$ cat src/hdl/tmr_evt_pkg.sv
// Constants, register map and state codes for the overflow and event-reset timer.
package tmr_evt_pkg;
	// Register indices on the plain register port.
	localparam logic [3:0] ADDR_TIMER_CTRL = 4'h0;
	localparam logic [3:0] ADDR_OSC_CTRL = 4'h1;
	localparam logic [3:0] ADDR_TIMER_CLK_CTRL = 4'h2;
	localparam logic [3:0] ADDR_COUNT_LOW = 4'h3;
	localparam logic [3:0] ADDR_COUNT_HIGH = 4'h4;
	localparam logic [3:0] ADDR_PERIPH_FLAG = 4'h5;
	localparam logic [3:0] ADDR_PERIPH_ENABLE = 4'h6;
	localparam logic [3:0] ADDR_PORT_DIRECTION = 4'h7;
	localparam logic [3:0] ADDR_PORT_DATA = 4'h8;
	localparam logic [3:0] ADDR_CMP_A_MODE = 4'h9;
	localparam logic [3:0] ADDR_CMP_A_LOW = 4'ha;
	localparam logic [3:0] ADDR_CMP_A_HIGH = 4'hb;
	localparam logic [3:0] ADDR_CMP_B_MODE = 4'hc;
	localparam logic [3:0] ADDR_CMP_B_LOW = 4'hd;
	localparam logic [3:0] ADDR_CMP_B_HIGH = 4'he;
	// Field positions.
	localparam int BIT_TIMER_ON = 0;
	localparam int BIT_OSC_ENABLE = 3;
	localparam int BIT_IDLE_ON_SLEEP = 7;
	localparam int BIT_SEC_ACTIVE = 4;
	localparam int BIT_OVERFLOW = 0;
	localparam int BIT_OVERFLOW_EN = 0;
	// Field values and reset values.
	localparam logic [1:0] SCS_SECONDARY = 2'h1;
	localparam logic [3:0] MODE_SPECIAL_EVENT = 4'hb;
	localparam logic [1:0] ASSIGN_BOTH = 2'h0;
	localparam logic [1:0] ASSIGN_A_ONLY = 2'h1;
	localparam logic [7:0] RESET_BYTE = 8'h00;
	localparam logic [15:0] COUNT_MAX = 16'hffff;
	localparam logic [15:0] COUNT_ZERO = 16'h0000;
	localparam logic [15:0] CMP_RESET = 16'hffff;
	localparam logic [1:0] PORT_DIR_RESET = 2'h3;
	localparam int NUM_UNITS = 2;
	// System clock power states.
	typedef enum logic [3:0] {
		primary_run_state = 4'b0001,
		secondary_run_state = 4'b0010,
		secondary_idle_state = 4'b0100,
		sleep_state = 4'b1000
	} power_state_type;
endpackage

$ cat src/hdl/cmp_link_if.sv
// Connection between the timer and one compare unit.
`timescale 1ns/100ps
interface cmp_link_if;
	logic [15:0] count;
	logic [15:0] value;
	logic [3:0] mode;
	logic assigned;
	logic trigger;
	modport timer (output count, output value, output mode, output assigned, input trigger);
	modport unit (input count, input value, input mode, input assigned, output trigger);
endinterface

$ cat src/hdl/cmp_event_unit.sv
// Compare unit match detection producing the special event trigger.
`timescale 1ns/100ps
module cmp_event_unit
	import tmr_evt_pkg::*;
(
	input wire logic clk,
	input wire logic resetn,
	cmp_link_if.unit link
);
	logic matched;
	logic armed;

	// A match only counts for a unit tied to this timer in event mode.
	assign matched = link.assigned && (link.mode == MODE_SPECIAL_EVENT) &&
		(link.count == link.value);

	// One trigger per match: rearmed once the count leaves the value.
	always_ff @(posedge clk) begin
		if (!resetn) begin
			armed <= 1'b1;
		end else begin
			armed <= !matched;
		end
	end

	assign link.trigger = matched && armed;
endmodule // cmp_event_unit

$ cat src/hdl/tmr_evt_core.sv
// Overflow flag, event reset, secondary oscillator control and clock state.
//
// Overview of operation
// - Oscillator powered only while enable bit set.
// - Oscillator keeps running in every power state.
// - Select code 01 enters secondary run.
// - Sleep with idle bit clear enters secondary idle.
// - Status flag shows secondary clock in use.
// - On failure flag shows the replacement source.
// - Count runs 0000h to FFFFh then wraps.
// - Wrap sets the latched overflow flag.
// - Interrupt only when overflow enable is set.
// - Compare mode 1011 match resets the count.
// - Unit b trigger starts enabled conversion.
// - Compare value acts as the timer period.
// - Count write beats a coincident trigger.
// - Enabled oscillator forces its pins to zero inputs.
`timescale 1ns/100ps
module tmr_evt_core
	import tmr_evt_pkg::*;
(
	input wire logic clk,
	input wire logic resetn,
	input wire logic [3:0] addr,
	input wire logic [7:0] wdata,
	input wire logic wr,
	input wire logic rd,
	output logic [7:0] rdata,
	input wire logic count_tick,
	input wire logic sleep_req,
	input wire logic wake_req,
	input wire logic clock_monitor_on,
	input wire logic sec_osc_fail,
	input wire logic adc_enabled,
	input wire logic sec_osc_in_pin,
	input wire logic sec_osc_out_pin,
	output logic sec_osc_power,
	output logic sec_clock_active,
	output logic [3:0] power_state,
	output logic irq,
	output logic adc_start,
	output logic [1:0] port_out,
	output logic [1:0] port_oe
);
	logic [7:0] timer_control_reg;
	logic [7:0] osc_control_reg;
	logic [1:0] unit_assign;
	logic [15:0] count;
	logic overflow_flag;
	logic overflow_irq_enable;
	logic [1:0] port_direction_reg;
	logic [1:0] port_latch;
	logic [3:0] cmp_mode [NUM_UNITS];
	logic [15:0] cmp_value [NUM_UNITS];
	logic [NUM_UNITS-1:0] unit_trigger;
	logic [NUM_UNITS-1:0] unit_assigned;
	logic [1:0] pin_meta;
	logic [1:0] pin_sync;
	logic fail_meta;
	logic fail_sync;
	power_state_type state;
	power_state_type next_state;
	logic sec_osc_enable;
	logic sec_fail;
	logic count_write;
	logic event_reset;
	logic wrap;
	logic [7:0] next_rdata;

	assign sec_osc_enable = timer_control_reg[BIT_OSC_ENABLE];
	assign sec_fail = clock_monitor_on && fail_sync;
	assign count_write = wr && (addr == ADDR_COUNT_LOW || addr == ADDR_COUNT_HIGH);
	assign event_reset = |unit_trigger;
	assign wrap = count_tick && timer_control_reg[BIT_TIMER_ON] && (count == COUNT_MAX);

	// Pins and the failure detector come from outside the clock domain.
	always_ff @(posedge clk) begin
		if (!resetn) begin
			pin_meta <= 2'h0;
			pin_sync <= 2'h0;
			fail_meta <= 1'b0;
			fail_sync <= 1'b0;
		end else begin
			pin_meta <= {sec_osc_in_pin, sec_osc_out_pin};
			pin_sync <= pin_meta;
			fail_meta <= sec_osc_fail;
			fail_sync <= fail_meta;
		end
	end

	// Software control registers.
	always_ff @(posedge clk) begin
		if (!resetn) begin
			timer_control_reg <= RESET_BYTE;
			osc_control_reg <= RESET_BYTE;
			unit_assign <= ASSIGN_BOTH;
			overflow_irq_enable <= 1'b0;
			port_direction_reg <= PORT_DIR_RESET;
			port_latch <= 2'h0;
		end else if (wr) begin
			unique case (addr)
				ADDR_TIMER_CTRL: timer_control_reg <= wdata;
				ADDR_OSC_CTRL: osc_control_reg <= wdata;
				ADDR_TIMER_CLK_CTRL: unit_assign <= wdata[1:0];
				ADDR_PERIPH_ENABLE: overflow_irq_enable <= wdata[BIT_OVERFLOW_EN];
				ADDR_PORT_DIRECTION: port_direction_reg <= wdata[1:0];
				ADDR_PORT_DATA: port_latch <= wdata[1:0];
				default: ;
			endcase
		end
	end

	// Compare unit registers, one set per unit.
	always_ff @(posedge clk) begin
		if (!resetn) begin
			for (int i = 0; i < NUM_UNITS; i++) begin
				cmp_mode[i] <= 4'h0;
				cmp_value[i] <= CMP_RESET;
			end
		end else if (wr) begin
			unique case (addr)
				ADDR_CMP_A_MODE: cmp_mode[0] <= wdata[3:0];
				ADDR_CMP_A_LOW: cmp_value[0][7:0] <= wdata;
				ADDR_CMP_A_HIGH: cmp_value[0][15:8] <= wdata;
				ADDR_CMP_B_MODE: cmp_mode[1] <= wdata[3:0];
				ADDR_CMP_B_LOW: cmp_value[1][7:0] <= wdata;
				ADDR_CMP_B_HIGH: cmp_value[1][15:8] <= wdata;
				default: ;
			endcase
		end
	end

	// Which compare units feed this timer.
	assign unit_assigned[0] = (unit_assign == ASSIGN_BOTH) || (unit_assign == ASSIGN_A_ONLY);
	assign unit_assigned[1] = (unit_assign == ASSIGN_BOTH);

	// One compare unit per channel, each watching the live count.
	generate
		for (genvar u = 0; u < NUM_UNITS; u++) begin : g_unit
			cmp_link_if link ();
			assign link.count = count;
			assign link.value = cmp_value[u];
			assign link.mode = cmp_mode[u];
			assign link.assigned = unit_assigned[u];
			assign unit_trigger[u] = link.trigger;
			cmp_event_unit unit (
				.clk(clk),
				.resetn(resetn),
				.link(link.unit)
			);
		end
	endgenerate

	// The count: a write wins, then an event reset, then the tick.
	always_ff @(posedge clk) begin
		if (!resetn) begin
			count <= COUNT_ZERO;
		end else if (count_write) begin
			if (addr == ADDR_COUNT_LOW) begin
				count[7:0] <= wdata;
			end else begin
				count[15:8] <= wdata;
			end
		end else if (event_reset) begin
			count <= COUNT_ZERO;
		end else if (count_tick && timer_control_reg[BIT_TIMER_ON]) begin
			count <= count + 16'h0001;
		end
	end

	// Overflow flag: set by a real wrap or a written 1, and the set beats a clear.
	always_ff @(posedge clk) begin
		if (!resetn) begin
			overflow_flag <= 1'b0;
		end else if (wrap && !count_write && !event_reset) begin
			overflow_flag <= 1'b1;
		end else if (wr && addr == ADDR_PERIPH_FLAG) begin
			overflow_flag <= wdata[BIT_OVERFLOW];
		end
	end

	// Interrupt request and conversion start.
	always_ff @(posedge clk) begin
		if (!resetn) begin
			irq <= 1'b0;
			adc_start <= 1'b0;
		end else begin
			irq <= overflow_flag && overflow_irq_enable;
			adc_start <= unit_trigger[1] && adc_enabled;
		end
	end

	// Power state: secondary clock when selected, primary after a failure in secondary run or idle; sleep ignores it.
	always_comb begin
		next_state = state;
		unique case (state)
			primary_run_state: begin
				if (osc_control_reg[1:0] == SCS_SECONDARY && sec_osc_enable && !sec_fail) begin
					next_state = secondary_run_state;
				end
			end
			secondary_run_state: begin
				if (sec_fail || osc_control_reg[1:0] != SCS_SECONDARY) begin
					next_state = primary_run_state;
				end else if (sleep_req && !osc_control_reg[BIT_IDLE_ON_SLEEP]) begin
					next_state = secondary_idle_state;
				end else if (sleep_req) begin
					next_state = sleep_state;
				end
			end
			secondary_idle_state: begin
				if (sec_fail) begin
					next_state = primary_run_state;
				end else if (wake_req) begin
					next_state = secondary_run_state;
				end
			end
			sleep_state: begin
				if (wake_req) begin
					next_state = secondary_run_state;
				end
			end
			default: next_state = primary_run_state;
		endcase
	end

	always_ff @(posedge clk) begin
		if (!resetn) begin
			state <= primary_run_state;
		end else begin
			state <= next_state;
		end
	end

	// Oscillator power and clock status follow the enable bit and state.
	always_ff @(posedge clk) begin
		if (!resetn) begin
			sec_osc_power <= 1'b0;
			sec_clock_active <= 1'b0;
			power_state <= primary_run_state;
		end else begin
			sec_osc_power <= next_osc_power(timer_control_reg, wr, addr, wdata);
			sec_clock_active <= next_state inside {secondary_run_state,
				secondary_idle_state};
			power_state <= next_state;
		end
	end

	// The enable bit as it stands after this cycle's write.
	function automatic logic next_osc_power(input logic [7:0] ctrl, input logic w,
		input logic [3:0] a, input logic [7:0] d);
		logic v;
		v = ctrl[BIT_OSC_ENABLE];
		if (w && a == ADDR_TIMER_CTRL) begin
			v = d[BIT_OSC_ENABLE];
		end
		return v;
	endfunction

	// Port pins are released to inputs while the oscillator owns them.
	always_ff @(posedge clk) begin
		if (!resetn) begin
			port_oe <= 2'h0;
			port_out <= 2'h0;
		end else begin
			port_oe <= next_osc_power(timer_control_reg, wr, addr, wdata) ? 2'h0 :
				~port_direction_reg;
			port_out <= port_latch;
		end
	end

	// Read multiplexer; unmapped addresses read as zero.
	always_comb begin
		next_rdata = RESET_BYTE;
		unique case (addr)
			ADDR_TIMER_CTRL: next_rdata = timer_control_reg;
			ADDR_OSC_CTRL: next_rdata = osc_control_reg;
			ADDR_TIMER_CLK_CTRL: next_rdata = {3'h0, sec_clock_active, 2'h0, unit_assign};
			ADDR_COUNT_LOW: next_rdata = count[7:0];
			ADDR_COUNT_HIGH: next_rdata = count[15:8];
			ADDR_PERIPH_FLAG: next_rdata = {7'h00, overflow_flag};
			ADDR_PERIPH_ENABLE: next_rdata = {7'h00, overflow_irq_enable};
			ADDR_PORT_DIRECTION: next_rdata = {6'h00, port_direction_reg};
			ADDR_PORT_DATA: next_rdata = sec_osc_enable ? RESET_BYTE :
				{6'h00, pin_sync};
			ADDR_CMP_A_MODE: next_rdata = {4'h0, cmp_mode[0]};
			ADDR_CMP_A_LOW: next_rdata = cmp_value[0][7:0];
			ADDR_CMP_A_HIGH: next_rdata = cmp_value[0][15:8];
			ADDR_CMP_B_MODE: next_rdata = {4'h0, cmp_mode[1]};
			ADDR_CMP_B_LOW: next_rdata = cmp_value[1][7:0];
			ADDR_CMP_B_HIGH: next_rdata = cmp_value[1][15:8];
			default: next_rdata = RESET_BYTE;
		endcase
	end

	// Read data stand only in the cycle after the strobe.
	always_ff @(posedge clk) begin
		if (!resetn) begin
			rdata <= RESET_BYTE;
		end else begin
			rdata <= rd ? next_rdata : RESET_BYTE;
		end
	end

	// Checks on the guarded behaviour.
	chk_osc_power_follows: assert property (@(posedge clk) disable iff (!resetn)
		(wr && addr == ADDR_TIMER_CTRL)
		|=> sec_osc_power == $past(wdata[BIT_OSC_ENABLE]))
		else $error("oscillator power differs from enable bit");
	chk_osc_in_idle: assert property (@(posedge clk) disable iff (!resetn)
		(state == secondary_idle_state && sec_osc_enable && !(wr && addr == ADDR_TIMER_CTRL))
		|=> sec_osc_power)
		else $error("oscillator stopped in a low power state");
	chk_select_enters_sec: assert property (@(posedge clk) disable iff (!resetn)
		(state == primary_run_state && osc_control_reg[1:0] == SCS_SECONDARY &&
		sec_osc_enable && !sec_fail) |=> state == secondary_run_state)
		else $error("secondary run not entered");
	chk_sleep_to_idle: assert property (@(posedge clk) disable iff (!resetn)
		(state == secondary_run_state && sleep_req && !sec_fail &&
		osc_control_reg[1:0] == SCS_SECONDARY && !osc_control_reg[BIT_IDLE_ON_SLEEP])
		|=> state == secondary_idle_state)
		else $error("secondary idle not entered");
	chk_status_flag: assert property (@(posedge clk) disable iff (!resetn)
		sec_clock_active == (state == secondary_run_state || state == secondary_idle_state))
		else $error("clock status flag wrong");
	chk_fail_leaves_sec: assert property (@(posedge clk) disable iff (!resetn)
		(state != primary_run_state && state != sleep_state && sec_fail)
		|=> !sec_clock_active && state == primary_run_state)
		else $error("failed oscillator still reported");
	chk_wrap_to_zero: assert property (@(posedge clk) disable iff (!resetn)
		(wrap && !count_write && !event_reset) |=> count == COUNT_ZERO ##1
		irq == $past(overflow_irq_enable))
		else $error("count did not wrap to zero");
	chk_wrap_sets_flag: assert property (@(posedge clk) disable iff (!resetn)
		(wrap && !count_write && !event_reset) |=> overflow_flag)
		else $error("overflow flag not set on wrap");
	chk_irq_gated: assert property (@(posedge clk) disable iff (!resetn)
		irq |-> $past(overflow_flag) && $past(overflow_irq_enable))
		else $error("interrupt without enabled flag");
	chk_event_clears: assert property (@(posedge clk) disable iff (!resetn)
		(event_reset && !count_write) |=> count == COUNT_ZERO)
		else $error("event trigger did not reset count");
	chk_adc_start: assert property (@(posedge clk) disable iff (!resetn)
		adc_start |-> $past(unit_trigger[1]) && $past(adc_enabled))
		else $error("conversion started without cause");
	chk_write_wins: assert property (@(posedge clk) disable iff (!resetn)
		(event_reset && wr && addr == ADDR_COUNT_LOW) |=> count[7:0] == $past(wdata))
		else $error("trigger overrode count write");
	chk_no_flag_event: assert property (@(posedge clk) disable iff (!resetn)
		(event_reset && !overflow_flag && !(wr && addr == ADDR_PERIPH_FLAG)) |=> !overflow_flag)
		else $error("event reset set the overflow flag");
	chk_pins_released: assert property (@(posedge clk) disable iff (!resetn)
		sec_osc_power |-> port_oe == 2'h0)
		else $error("oscillator pins driven while enabled");
endmodule // tmr_evt_core

$ cat config.mk
export PLATFORM = sky130hd
export DESIGN_NAME = tmr_evt_core
export DESIGN_NICKNAME = d
export VERILOG_FILES = /design/src/hdl/tmr_evt_pkg.sv /design/src/hdl/cmp_link_if.sv /design/src/hdl/cmp_event_unit.sv /design/src/hdl/tmr_evt_core.sv
export SDC_FILE = /design/constraint.sdc
export NUM_CORES = 1
export LEC_CHECK = 0
export ABC_AREA = 1
export BUFFER_PORTS_ARGS = -buffer_cell sky130_fd_sc_hd__buf_2
export CELL_PAD_IN_SITES_DETAIL_PLACEMENT = 1
export CELL_PAD_IN_SITES_GLOBAL_PLACEMENT = 1
export CORE_MARGIN = 1
export CORE_UTILIZATION = 28
export DETAILED_ROUTE_END_ITERATION = 10
export GPL_TIMING_DRIVEN = 0
export PLACE_DENSITY_LB_ADDON = 0.25
export RECOVER_POWER = 25
export SLEW_MARGIN = 20
export SYNTH_ARGS = -nofsm -noshare
export SYNTH_HDL_FRONTEND = slang
export SYNTH_SLANG_ARGS = --single-unit
$ cat constraint.sdc
create_clock -name clk -period 2.6 [get_ports clk]
set_input_delay 0.52 -clock clk [delete_from_list [all_inputs] [get_ports clk]]
set_output_delay 0.52 -clock clk [all_outputs]
set_load 0.02 [all_outputs]
After elaboration in Yosys (flattened, before gate mapping)
Memory sizes are Yosys's and may differ from the RTL's. Index checks and enable logic that the tools add are counted.

Flip-flop bits (word level): 68. Bits in latches: 0. Bits in writable memories: 40. Memory bits (read-only): 0. Bits of input ports: 24. Memories: 2.

Add/sub/neg operators: 1. $mul: 0. Divide/modulo/power cells: 0. Order comparisons: 0. Equal/unequal tests: 30. Shift operators: 0. Muxes and demuxes: 49. Bitwise operators: 8. Reduce and logical (&&, ||, !) cells: 44.

Memory list: cmp_value (words 2, bits a word 16, read ports 2, clocked after Yosys merged registers in 0, wr ports 2, line tmr_evt_core.sv:54) `logic [15:0] cmp_value [NUM_UNITS];`; cmp_mode (words 2, bits a word 4, read ports 2, clocked after Yosys merged registers in 0, wr ports 2, line tmr_evt_core.sv:53) `logic [3:0] cmp_mode [NUM_UNITS];`.

Operator list (count): one-hot mux 8 bit (15 select lines) (1); two-way mux 16 bit (3); two-way mux 8 bit (6); equality test 4 bit (second input constant) (10); equality test 16 bit (2); two-way mux 4 bit (8); two-way mux 1 bit (29); equality test 4 x 3 -> 1 bit (second input constant) (6); logical AND 1 bit (19); AND reduction 2 bit (9); adder 16 x 1 -> 16 bit (second input constant) (1); equality test 16 bit (second input constant) (1); equality test 4 x 2 -> 1 bit (second input constant) (4); one-hot mux 4 bit (4 select lines) (1); equality test 4 x 1 -> 1 bit (second input constant) (2); logical NOT 1 bit (6); bitwise OR 1 bit (6); equality test 2 x 1 -> 1 bit (second input constant) (2); logical NOT 4 bit (1); != test 2 x 1 -> 1 bit (second input constant) (2); nonzero test 2 bit (2); OR reduction 2 bit (2); logical OR 1 bit (3); nonzero test 3 bit (1); 5 further kinds (5).

Longest topological paths before layout
Gate-level depths: netlist of the first run.

Word-level depth: 9. Depth in mapped cells: 14. Mapped depth without buffers: 12.

By module
A second synthesis of the first run with hierarchy kept.

Cells, all modules: 818. Area, all modules: 5813.1 µm².

By module, submodules not included: tmr_evt_core (instances 1, cells each 654, area each 5077.4 µm², sequential area each 2522.4 µm²); cmp_event_unit (instances 2, cells each 82, area each 367.9 µm², sequential area each 20.0 µm²).

Least setup slack after synthesis of the first run
Ideal clock, no wire load.

Path kind: input port to flip-flop. From: in wr. To: mem cmp_value[1][0], enable pin. Setup time: 384 ps. Arrival time: 1667 ps. Data required time: 2216 ps. Path slack: 549 ps. Stages: 4. Cells stage by stage: buf_6 > clkbuf_1 > inv_1 > o21ai_0.

RTL lines: from (decl) (line tmr_evt_core.sv:26) `input wire logic wr,`; to (decl) (line tmr_evt_core.sv:54).

Final worst setup path of the first run
From: in resetn. To: reg sec_clock_active.

RTL lines: from (decl) (line tmr_evt_core.sv:23) `input wire logic resetn,`; to (signal assigned) (line tmr_evt_core.sv:243) `sec_clock_active <= next_state inside {secondary_run_state,`; to (decl) (line tmr_evt_core.sv:38) `output logic sec_clock_active,`.

No word-level cell between the ends.

==> summary by stage, run 1 <==
Yosys
nand2_1 is the most common cell in the netlist. The post-synthesis cell type with the largest combined area is dfxtp_1. The synthesized netlist devotes 28.84% of its cell area to simple gates. Synthesis produced a netlist with a net count of 778. Summing the sequential cell areas from Yosys gives 45.57% of the chip area.

The multiplexer area fraction after synthesis is 0%. The flip-flop cell with the highest count after synthesis is dfxtp_1. The average footprint of a synthesized cell is 7.467 sq um. Of the total synthesized cell area, the portion taken by full adders, half adders and majority gates is 0.2225%.

After synthesis the netlist holds a flip-flop and latch count of 108. The commonest cells after synthesis are 200 x nand2_1, 100 x inv_1, 89 x nor2_1. Summing the areas of all compound-gate instances in the mapped netlist gives 12.55% of the synthesized area. The number of different library cells used by synthesis comes to 47. Synthesis produced 753 cells.

Of all flip-flops after synthesis, the portion carrying an async set or reset was 0%. The mapped netlist covers 0.005623 sq mm. Yosys attributes the largest share of cell area to dfxtp_1 24%, edfxtp_1 21%, nand2_1 13%. The largest family of logic cells by synthesized area is simple AND/OR/NAND/NOR gates. Yosys mapped a number of flops with a built-in enable equal to 40.

The Yosys step of the flow raised 0 warnings. The fraction of synthesized cell area taken by the top area cell type is 24.21%. The share of the synthesized netlist area taken by xor and xnor gates is 2.960%.

Global route
The initial antenna violation count was 0. The global-route wire length before repair is 33140 um. The global-route total usage across every layer is 22.76%. For this run the aggregate overflow at the end of global routing stands at 0. The via count of the first global-routing pass is 5237. The largest net degree at the start of global routing is 21.

Run status
The flow ran to the end, and the final reports show no timing, DRC or antenna violations.

CTS
The tree is rooted in a clkbuf_16. The total clock sinks is 108. Once the clock tree was built, the resizer swapped 0 gates to a different size. Buffers inserted during clock tree synthesis total 9. The level count of the clock H-tree is 3. The later pin in the worst-skew pair is clocked with a latency of 0.37 ns.

The number of buffers inserted by hold repair at cts is 0. The number of setup buffers added after CTS is 0. The clock-pin slew of the registers on the worst-case setup and hold paths is 0.08 ns. TritonCTS built the clock tree. The clock passes through at most 2 buffers.

Finish
The final layout net count is 832. In the final layout, the registers with the most flip-flops are cmp_value x32, count x16. The number of diodes added for antenna fixing is 0. The flip-flop count of the largest register after layout is 32. Relative to the synthesized area, the layout overhead comes to 14.62%. The register ranked first by flip-flop count is cmp_value. Cells with a size suffix above 1 make up 9.113% of the layout.

STA
The number of max-slew violations in the final report is 0. The smallest clock period supported by the final layout is computed as 2.412 ns. The maximum clock frequency is 0.4146 GHz. The relative slew slack is 44.14%.

The setup TNS is 0 ns. The final-report hold violation count is 0. The total of endpoints with negative setup slack in the final report is 0. Across the routed clock network, the largest skew measured is 0.01066 ns. Setup repair after global routing left no endpoint under its margin.

At the pin with the least slew margin, the transition time is 0.8324 ns. The worst hold margin is 0.3289 ns. Of the available clock period, the critical path in the final layout requires 92.76%.

Worst hold path
Along the worst hold path, the cell count comes to 3. The type of the tightest min-delay check is in -> reg.

Pwr
The leakage power of the design is 0.002808 uW. The peak supply drop is 0.0002854 V. Power spread over the standard cell area amounts to 592.2 mW/mm^2.

Routing
For this block, the via count after detailed routing is 5323. The DRC marker count from the first detailed-route iteration is 367. In the routed layout, each cell is associated on average with a via count of 4.942. The final wirelength is 22200 um. The DRC violation count after routing is 0. The iteration count of the initial detailed-routing pass is 5. The count of antenna-violating nets left after detailed routing is 0. The routed wirelength normalized by instance count is 20.61 um.

Place
Once detailed placement completed, the half-perimeter wirelength came to 17650 um. Routability-driven placement finished with a final weighted congestion of 0.9384. The count of buffers from port buffering is 43.

Floorplan
From left edge to right edge, the die measures 143.7 um. The number of core rows is 51. Once the floorplan was initialized, standard cells occupied 28.70% of the core. The core area is 0.01959 sq mm.

From bottom edge to top edge, the die measures 143.7 um. The full die area is 0.02065 sq mm. The top-level I/O count is 44.

Critical path
The logic depth of the worst register-to-register path is 11. The arrival time reported for the critical path endpoint is 2.68 ns. Of all nets on the critical path, the largest fanout is 10. At the worst endpoint, the required time is 2.87 ns. The worst setup path is captured at a register. By startpoint and endpoint, the worst setup path is classified as in -> reg. The nature of the critical path startpoint is a primary input.

Run
The number of max-cap violations is 0.
==> cells in the final DEF (no fill, tap or decap), types with 4 or more instances in the layout <==
cell type	n
nand2_4	4
clkbuf_1	31
inv_1	100
o2111ai_1	6
nand2_1	200
o22ai_1	7
a221oi_1	9
nand4_1	14
nor4_1	6
o21ai_1	9
buf_2	26
o21ai_0	47
xor2_1	13
edfxtp_1	40
a21oi_1	27
nand3_1	36
clkbuf_16	9
nor3_1	11
xnor2_1	6
nor2_1	89
inv_2	8
dfxtp_1	68
==> where the power goes <==
part / total [uW] / switching, uW / internal (uW) / leakage (uW)
combinational: 426 / 307 / 118 / 0.00171
clock: 1500 / 726 / 774 / 0.000153
sequential: 1890 / 66.7 / 1820 / 0.000949
==> worst max-delay path, cell delays in order <==
cell,delay [ns]
clkbuf_1,0.16
clkbuf_1,0.61
clkinv_1,0.62
clkbuf_1,0.44
a21oi_1,0.32
==> per-layer routing <==
metal | wire, um | global-route usage (%) | share of wire, % | vias up
li1 | - | - | - | 2586
met1 | 10500 | 30.89 | 47 | 2551
met2 | 9854 | 34.90 | 44 | 139
met3 | 962 | 3.932 | 4.3 | 47
met4 | 885 | 10.86 | 4.0 | 0
met5 | 0 | 0 | 0 | -
==> area by class of cell <==
cell class / count / area (sq um)
Sequential cell: 108 / 2562
Clock buffer: 9 / 225.2
Clock inverter: 7 / 91.34
Fill cell: 2473 / 13150
Buffer: 21 / 126.4
Multi-Input combinational cell: 514 / 2506
Tap cell: 265 / 331.6
Inverter: 110 / 414.1
Timing Repair Buffer: 43 / 187.7
==> worst paths after layout <==
kind | from | end | slack (ns)
max | resetn | sec_clock_active | 0.19
min | sec_osc_fail | fail_meta | 0.33
max reg2reg | count[0] | count[14] | 0.29
min reg2reg | fail_meta | fail_sync | 0.42
==> logic make-up after synthesis <==
logic type                 count (synthesis)
and+or+nand+nor                          375
buffers and inverters                    131
AOI/OAI and AO/OA                        119
DFF                                      108
xor gates and xnor gates                  19
adders and majority gates                  1
==> metrics by stage <==
| stage | instances | util (%) | power, uW | area [sq um] | setup WS, ns |
|---|---|---|---|---|---|
| after CTS | 1077 | 33.11 | 3855 | 6486 | 0.1952 |
| after global routing | 1077 | 32.90 | 3961 | 6445 | 0.04134 |
| after floorplan | 753 | - | 2156 | 5623 | 0.5489 |
| after global placement | 1061 | 31.49 | 2351 | 6170 | -0.3488 |
| final | 1077 | 32.90 | 3817 | 6445 | 0.1882 |
| after detailed placement | 1061 | 31.49 | 2352 | 6170 | -0.1991 |
Power figures use the tool's default switching activity.
==> run 2, diff against run 1 <==
Settings changed: CTS_BUF_LIST set to sky130_fd_sc_hd__clkbuf_2 sky130_fd_sc_hd__clkbuf_4 sky130_fd_sc_hd__clkbuf_8, SYNTH_HIERARCHICAL set to 1.
==> summary by stage, run 2 <==
STA
The maximum clock frequency is 0.4004 GHz (-3.4%). The worst hold margin is 0.2958 ns (-0.03317 ns). The number of max-slew violations in the final report is 0 (unchanged). The fraction of the cycle the final worst path needs is 96.05% (+3.3 points). The slew of the pin with the lowest slew margin is 0.9987 ns (+0.1663 ns). The final-report hold violation count is 0 (unchanged). The minimum period implied by the final worst setup slack was 2.497 ns (+0.08545 ns).

The total of endpoints with negative setup slack in the final report came to 0 (unchanged). The relative slew slack was 33.17% (-11 points). Setup repair after global routing left no endpoint under its margin. The clock tree skew after final layout is 0.02403 ns (+0.01337 ns).

Finish
Leaving out fill and tap cells, the most frequent cell in the layout is nand2_1. Compared with the post-synthesis result, the final layout area differs by 12.18%. The area of all sequential standard cells was 0.002567 sq mm (+0.20%). The count of fill cells added during filler insertion is 2615 (+5.7%). The utilization after layout was 32.13% (-0.77 points). The post-route cell area came to 0.006521 sq mm (+1.2%). The largest registers in the layout are cmp_value x32, count x16. The filler-free cell count of the finished design is 1148 (+6.6%). The flip-flop count of the largest register after layout is 32 (unchanged). The register ranked first by flip-flop count is cmp_value.

The multi-input logic area is 0.002716 sq mm (+8.4%). The number of diodes added for antenna fixing is 0 (unchanged). In the layout the commonest cells are 255 x nand2_1, 128 x nor2_1, 111 x inv_1. The share of cells above drive strength 1 is 10.59% (+1.5 points).

The final layout net count is 899 (+8.1%).

Yosys
The most frequent cell after synthesis is nand2_1. The fraction of synthesized cell area taken by the top area cell type was 23.42% (-0.79 points). The net count after synthesis is 843 (+8.4%). The count of synthesis-stage warnings from yosys is 6 (+6). The share of the yosys chip area belonging to registers was 44.08% (-1.5 points). dfxtp_1 takes more of the synthesized area than any other cell. The count of state elements after synthesis is 108 (unchanged).

The cell area after technology mapping is 0.005813 sq mm (+3.4%). Counting instances in the post-synthesis netlist gives the leading cell types as 254 x nand2_1, 126 x nor2_1, 111 x inv_1. The average footprint of a synthesized cell is 7.106 sq um (-4.8%). The count of flip-flops with a built-in enable after synthesis is 40 (unchanged). The flip-flop cell with the highest count after synthesis is dfxtp_1.

After synthesis, the cell types taking the most area are dfxtp_1 23%, edfxtp_1 21%, nand2_1 16%. The count of different cell masters after synthesis is 40 (-15%). The fraction of registers with async set or reset after synthesis is 0% (unchanged). The synthesized instance count came to 818 (+8.6%).

Pwr
The fraction of power consumed by the clock network is 30.3% (-9.0 points). The power share of the sequential group came to 58.0% (+8.5 points). The total power draw came to 3281 uW (-14%). The peak supply drop is 0.0002609 V (-8.6%). The cell-internal power is 2298 uW (-15%). The switching power of the nets is 983.0 uW (-11%).

The leakage power of the design is 0.002863 uW (+2.0%). The combinational cell fraction of total power is 11.6% (+0.5 points). The net switching fraction of the power is 29.96% (+1.1 points). The power density normalized to cell area is 503.1 mW/mm^2 (-15%).

Critical path
The classification of the worst setup path is reg -> reg. The worst-path maximum fanout is 10 (unchanged). The launching point of the worst reg2reg path is count[2].

The worst path required time is 2.89 ns (+0.02 ns). The nature of the critical path endpoint is a register. The critical path's largest stage delay is 0.51 ns (-0.11 ns).

The cell seen most often among critical-path stages is nand2_1. The end of the worst register-to-register path is count[7]. The critical path goes through inv_1 > nand2_1 > nand2_1 > nor2_1 > nand2_1 > nor2_2 > nand3_2 > nor2_2 > nor2_1 > nand3_4 > inv_2 > buf_6 > nand2_1 > nand2_1 > nor2_1 > nor2_1. The worst setup path is launched from a register.

The logic depth of the worst register-to-register path is 16 (+5). For this design, the slowest cell found on the critical path is dfxtp_2. The most critical setup path has its startpoint at count[2]. The reg2reg setup slack is 0.10 ns (-0.19 ns). The arrival time reported for the critical path endpoint is 2.78 ns (+0.10 ns).

Place
The final estimated routing congestion in global placement is 0.8273 (-12%). The count of buffers from port buffering came to 43 (unchanged). The detailed placement HPWL came to 15930 um (-9.7%). The number of placed instances, taps included is 1133 (+6.8%). The post-placement cell area came to 0.006381 sq mm (+3.4%).

CTS
The number of buffers inserted by hold repair at cts came to 0 (unchanged). The maximum clock path buffer count came to 2 (unchanged). The insertion delay to the later sink of the worst-skew pair came to 0.41 ns (+0.04 ns).

The TritonCTS buffer count came to 9 (unchanged). The clock-pin slew of the registers on the worst-case setup and hold paths is 0.11 ns (+0.03 ns). The library cell used as clock root buffer is clkbuf_8. The number of setup buffers added after CTS was 0 (unchanged). The level count of the clock H-tree is 3 (unchanged).

TritonCTS built the clock tree. The total clock sinks is 108 (unchanged).

Routing
The routed wirelength normalized by instance count is 17.59 um (-15%). The post-detailed-route via-to-cell ratio is 4.675 (-5.4%). The count of antenna-violating nets left after detailed routing is 0 (unchanged).

The iteration count of the initial detailed-routing pass is 4 (-1). The DRC marker count from the first detailed-route iteration was 332 (-9.5%). The total number of vias is 5367 (+0.83%). The DRC violation count after routing was 0 (unchanged). The final wirelength is 20190 um (-9.1%).

Global route
The via count of the first global-routing pass came to 5229 (-0.15%). The global-route wire length before repair is 31060 um (-6.3%). The initial antenna violation count is 0 (unchanged).

The overall overflow remaining after global route was 0 (unchanged). The global-route total usage across every layer is 19.45% (-3.3 points). The largest net degree at the start of global routing is 19 (-9.5%).

Floorplan
The starting utilization of the core area is 28.64% (-0.066 points). The x dimension of the die is 146.1 um (+1.7%). The height of the die was 146.1 um (+1.7%). The core area is 0.02030 sq mm (+3.6%). The top-level I/O count is 44 (unchanged). The full die area is 0.02134 sq mm (+3.3%). The number of core rows was 52 (+2.0%).

Run
The number of max-cap violations is 0 (unchanged).

Worst hold path
The startpoint identified for the worst hold timing path is sec_osc_fail. The worst hold path terminates at fail_meta. The number of cells on the worst hold path is 3 (unchanged). The type of the tightest min-delay check is in -> reg.

Run status
The run finished with clean final reports.
## run 2: changes by cell type after synthesis, moves of 6 or more
| cell | previous run | this run |
|---|---|---|
| nand4_1 | 14 | 6 |
| inv_1 | 100 | 111 |
| o2111ai_1 | 6 | 0 |
| o21ai_2 | 0 | 8 |
| nor3_1 | 11 | 5 |
| xor2_1 | 13 | 4 |
| nor2_1 | 89 | 126 |
| a221oi_1 | 9 | 0 |
| nand2_1 | 200 | 254 |
## run 2: how the worst max path moves through the flow
stage                  endpoint  slack [ns]  cells after the start
2_1_floorplan   cmp_value[0][0]        0.64                      4
3_3_place_gp    cmp_value[0][3]       -0.53                      5
3_5_place_dp    cmp_value[0][9]       -0.31                      5
4_1_cts        cmp_value[0][14]        0.11                      5
5_1_grt         cmp_value[0][0]      0.0002                      6
6_report               count[7]        0.10                     16
## run 2: through the flow
step           TNS, ns  setup slack, ns
2_1_floorplan        0           0.6425
3_3_place_gp    -12.40          -0.5259
3_5_place_dp    -6.700          -0.3140
4_1_cts              0           0.1104
5_1_grt              0        0.0002010
6_report             0           0.1028
## run 2: power groups by stage
stage / sequential, uW / clock [uW] / combinational (uW)
detailed placement: 1940 / 0 / 387
CTS: 1900 / 1020 / 388
floorplan: 1910 / 0 / 240
global route: 1910 / 1090 / 429
finish: 1900 / 995 / 381
global placement: 1940 / 0 / 377
## run 2: what timing repair did
item / in CTS / in global routing
hold endpoints to repair: 0 / 0
endpoints found under the setup margin: 6 / 9
pin swaps: 0 / 1
resized for setup: 1 / 3
## run 2: critical path, delay by kind of cell, from the launching register on
kind	cells	cell delay, ns
buffers and inverters	3	0.28
flip-flops	1	0.51
AND/OR/NAND/NOR	13	1.59
## run 2: cell type report
class                           instances  share of cell area (%)
Sequential cell                       108                   39.37
Tap cell                              270                   5.180
Multi-Input combinational cell        577                   41.65
Buffer                                 11                  0.9018
Clock inverter                          6                  0.7483
Inverter                              122                   7.099
Timing Repair Buffer                   45                   3.147
Clock buffer                            9                   1.899
## run 2: routing by layer
layer	wire [um]	vias to the layer above	part of all wire [%]	track usage (%)
met5	0	-	0	0
met4	291	0	1.4	4.427
met3	660	19	3.3	3.344
met2	9093	97	45	30.89
met1	10150	2579	50	27.51
li1	-	2672	-	-
## run 2: cells by family (layout without fill, tap and decap cells)
logic type / after synthesis / in the layout / share of synthesized area, %
buf+inv: 133 / 193 / 8.975
flops: 108 / 108 / 44.08
xor+xnor: 13 / 13 / 1.959
simple gates: 456 / 456 / 33.92
fa+ha+maj: 1 / 1 / 0.2152
compound gates: 107 / 107 / 10.85
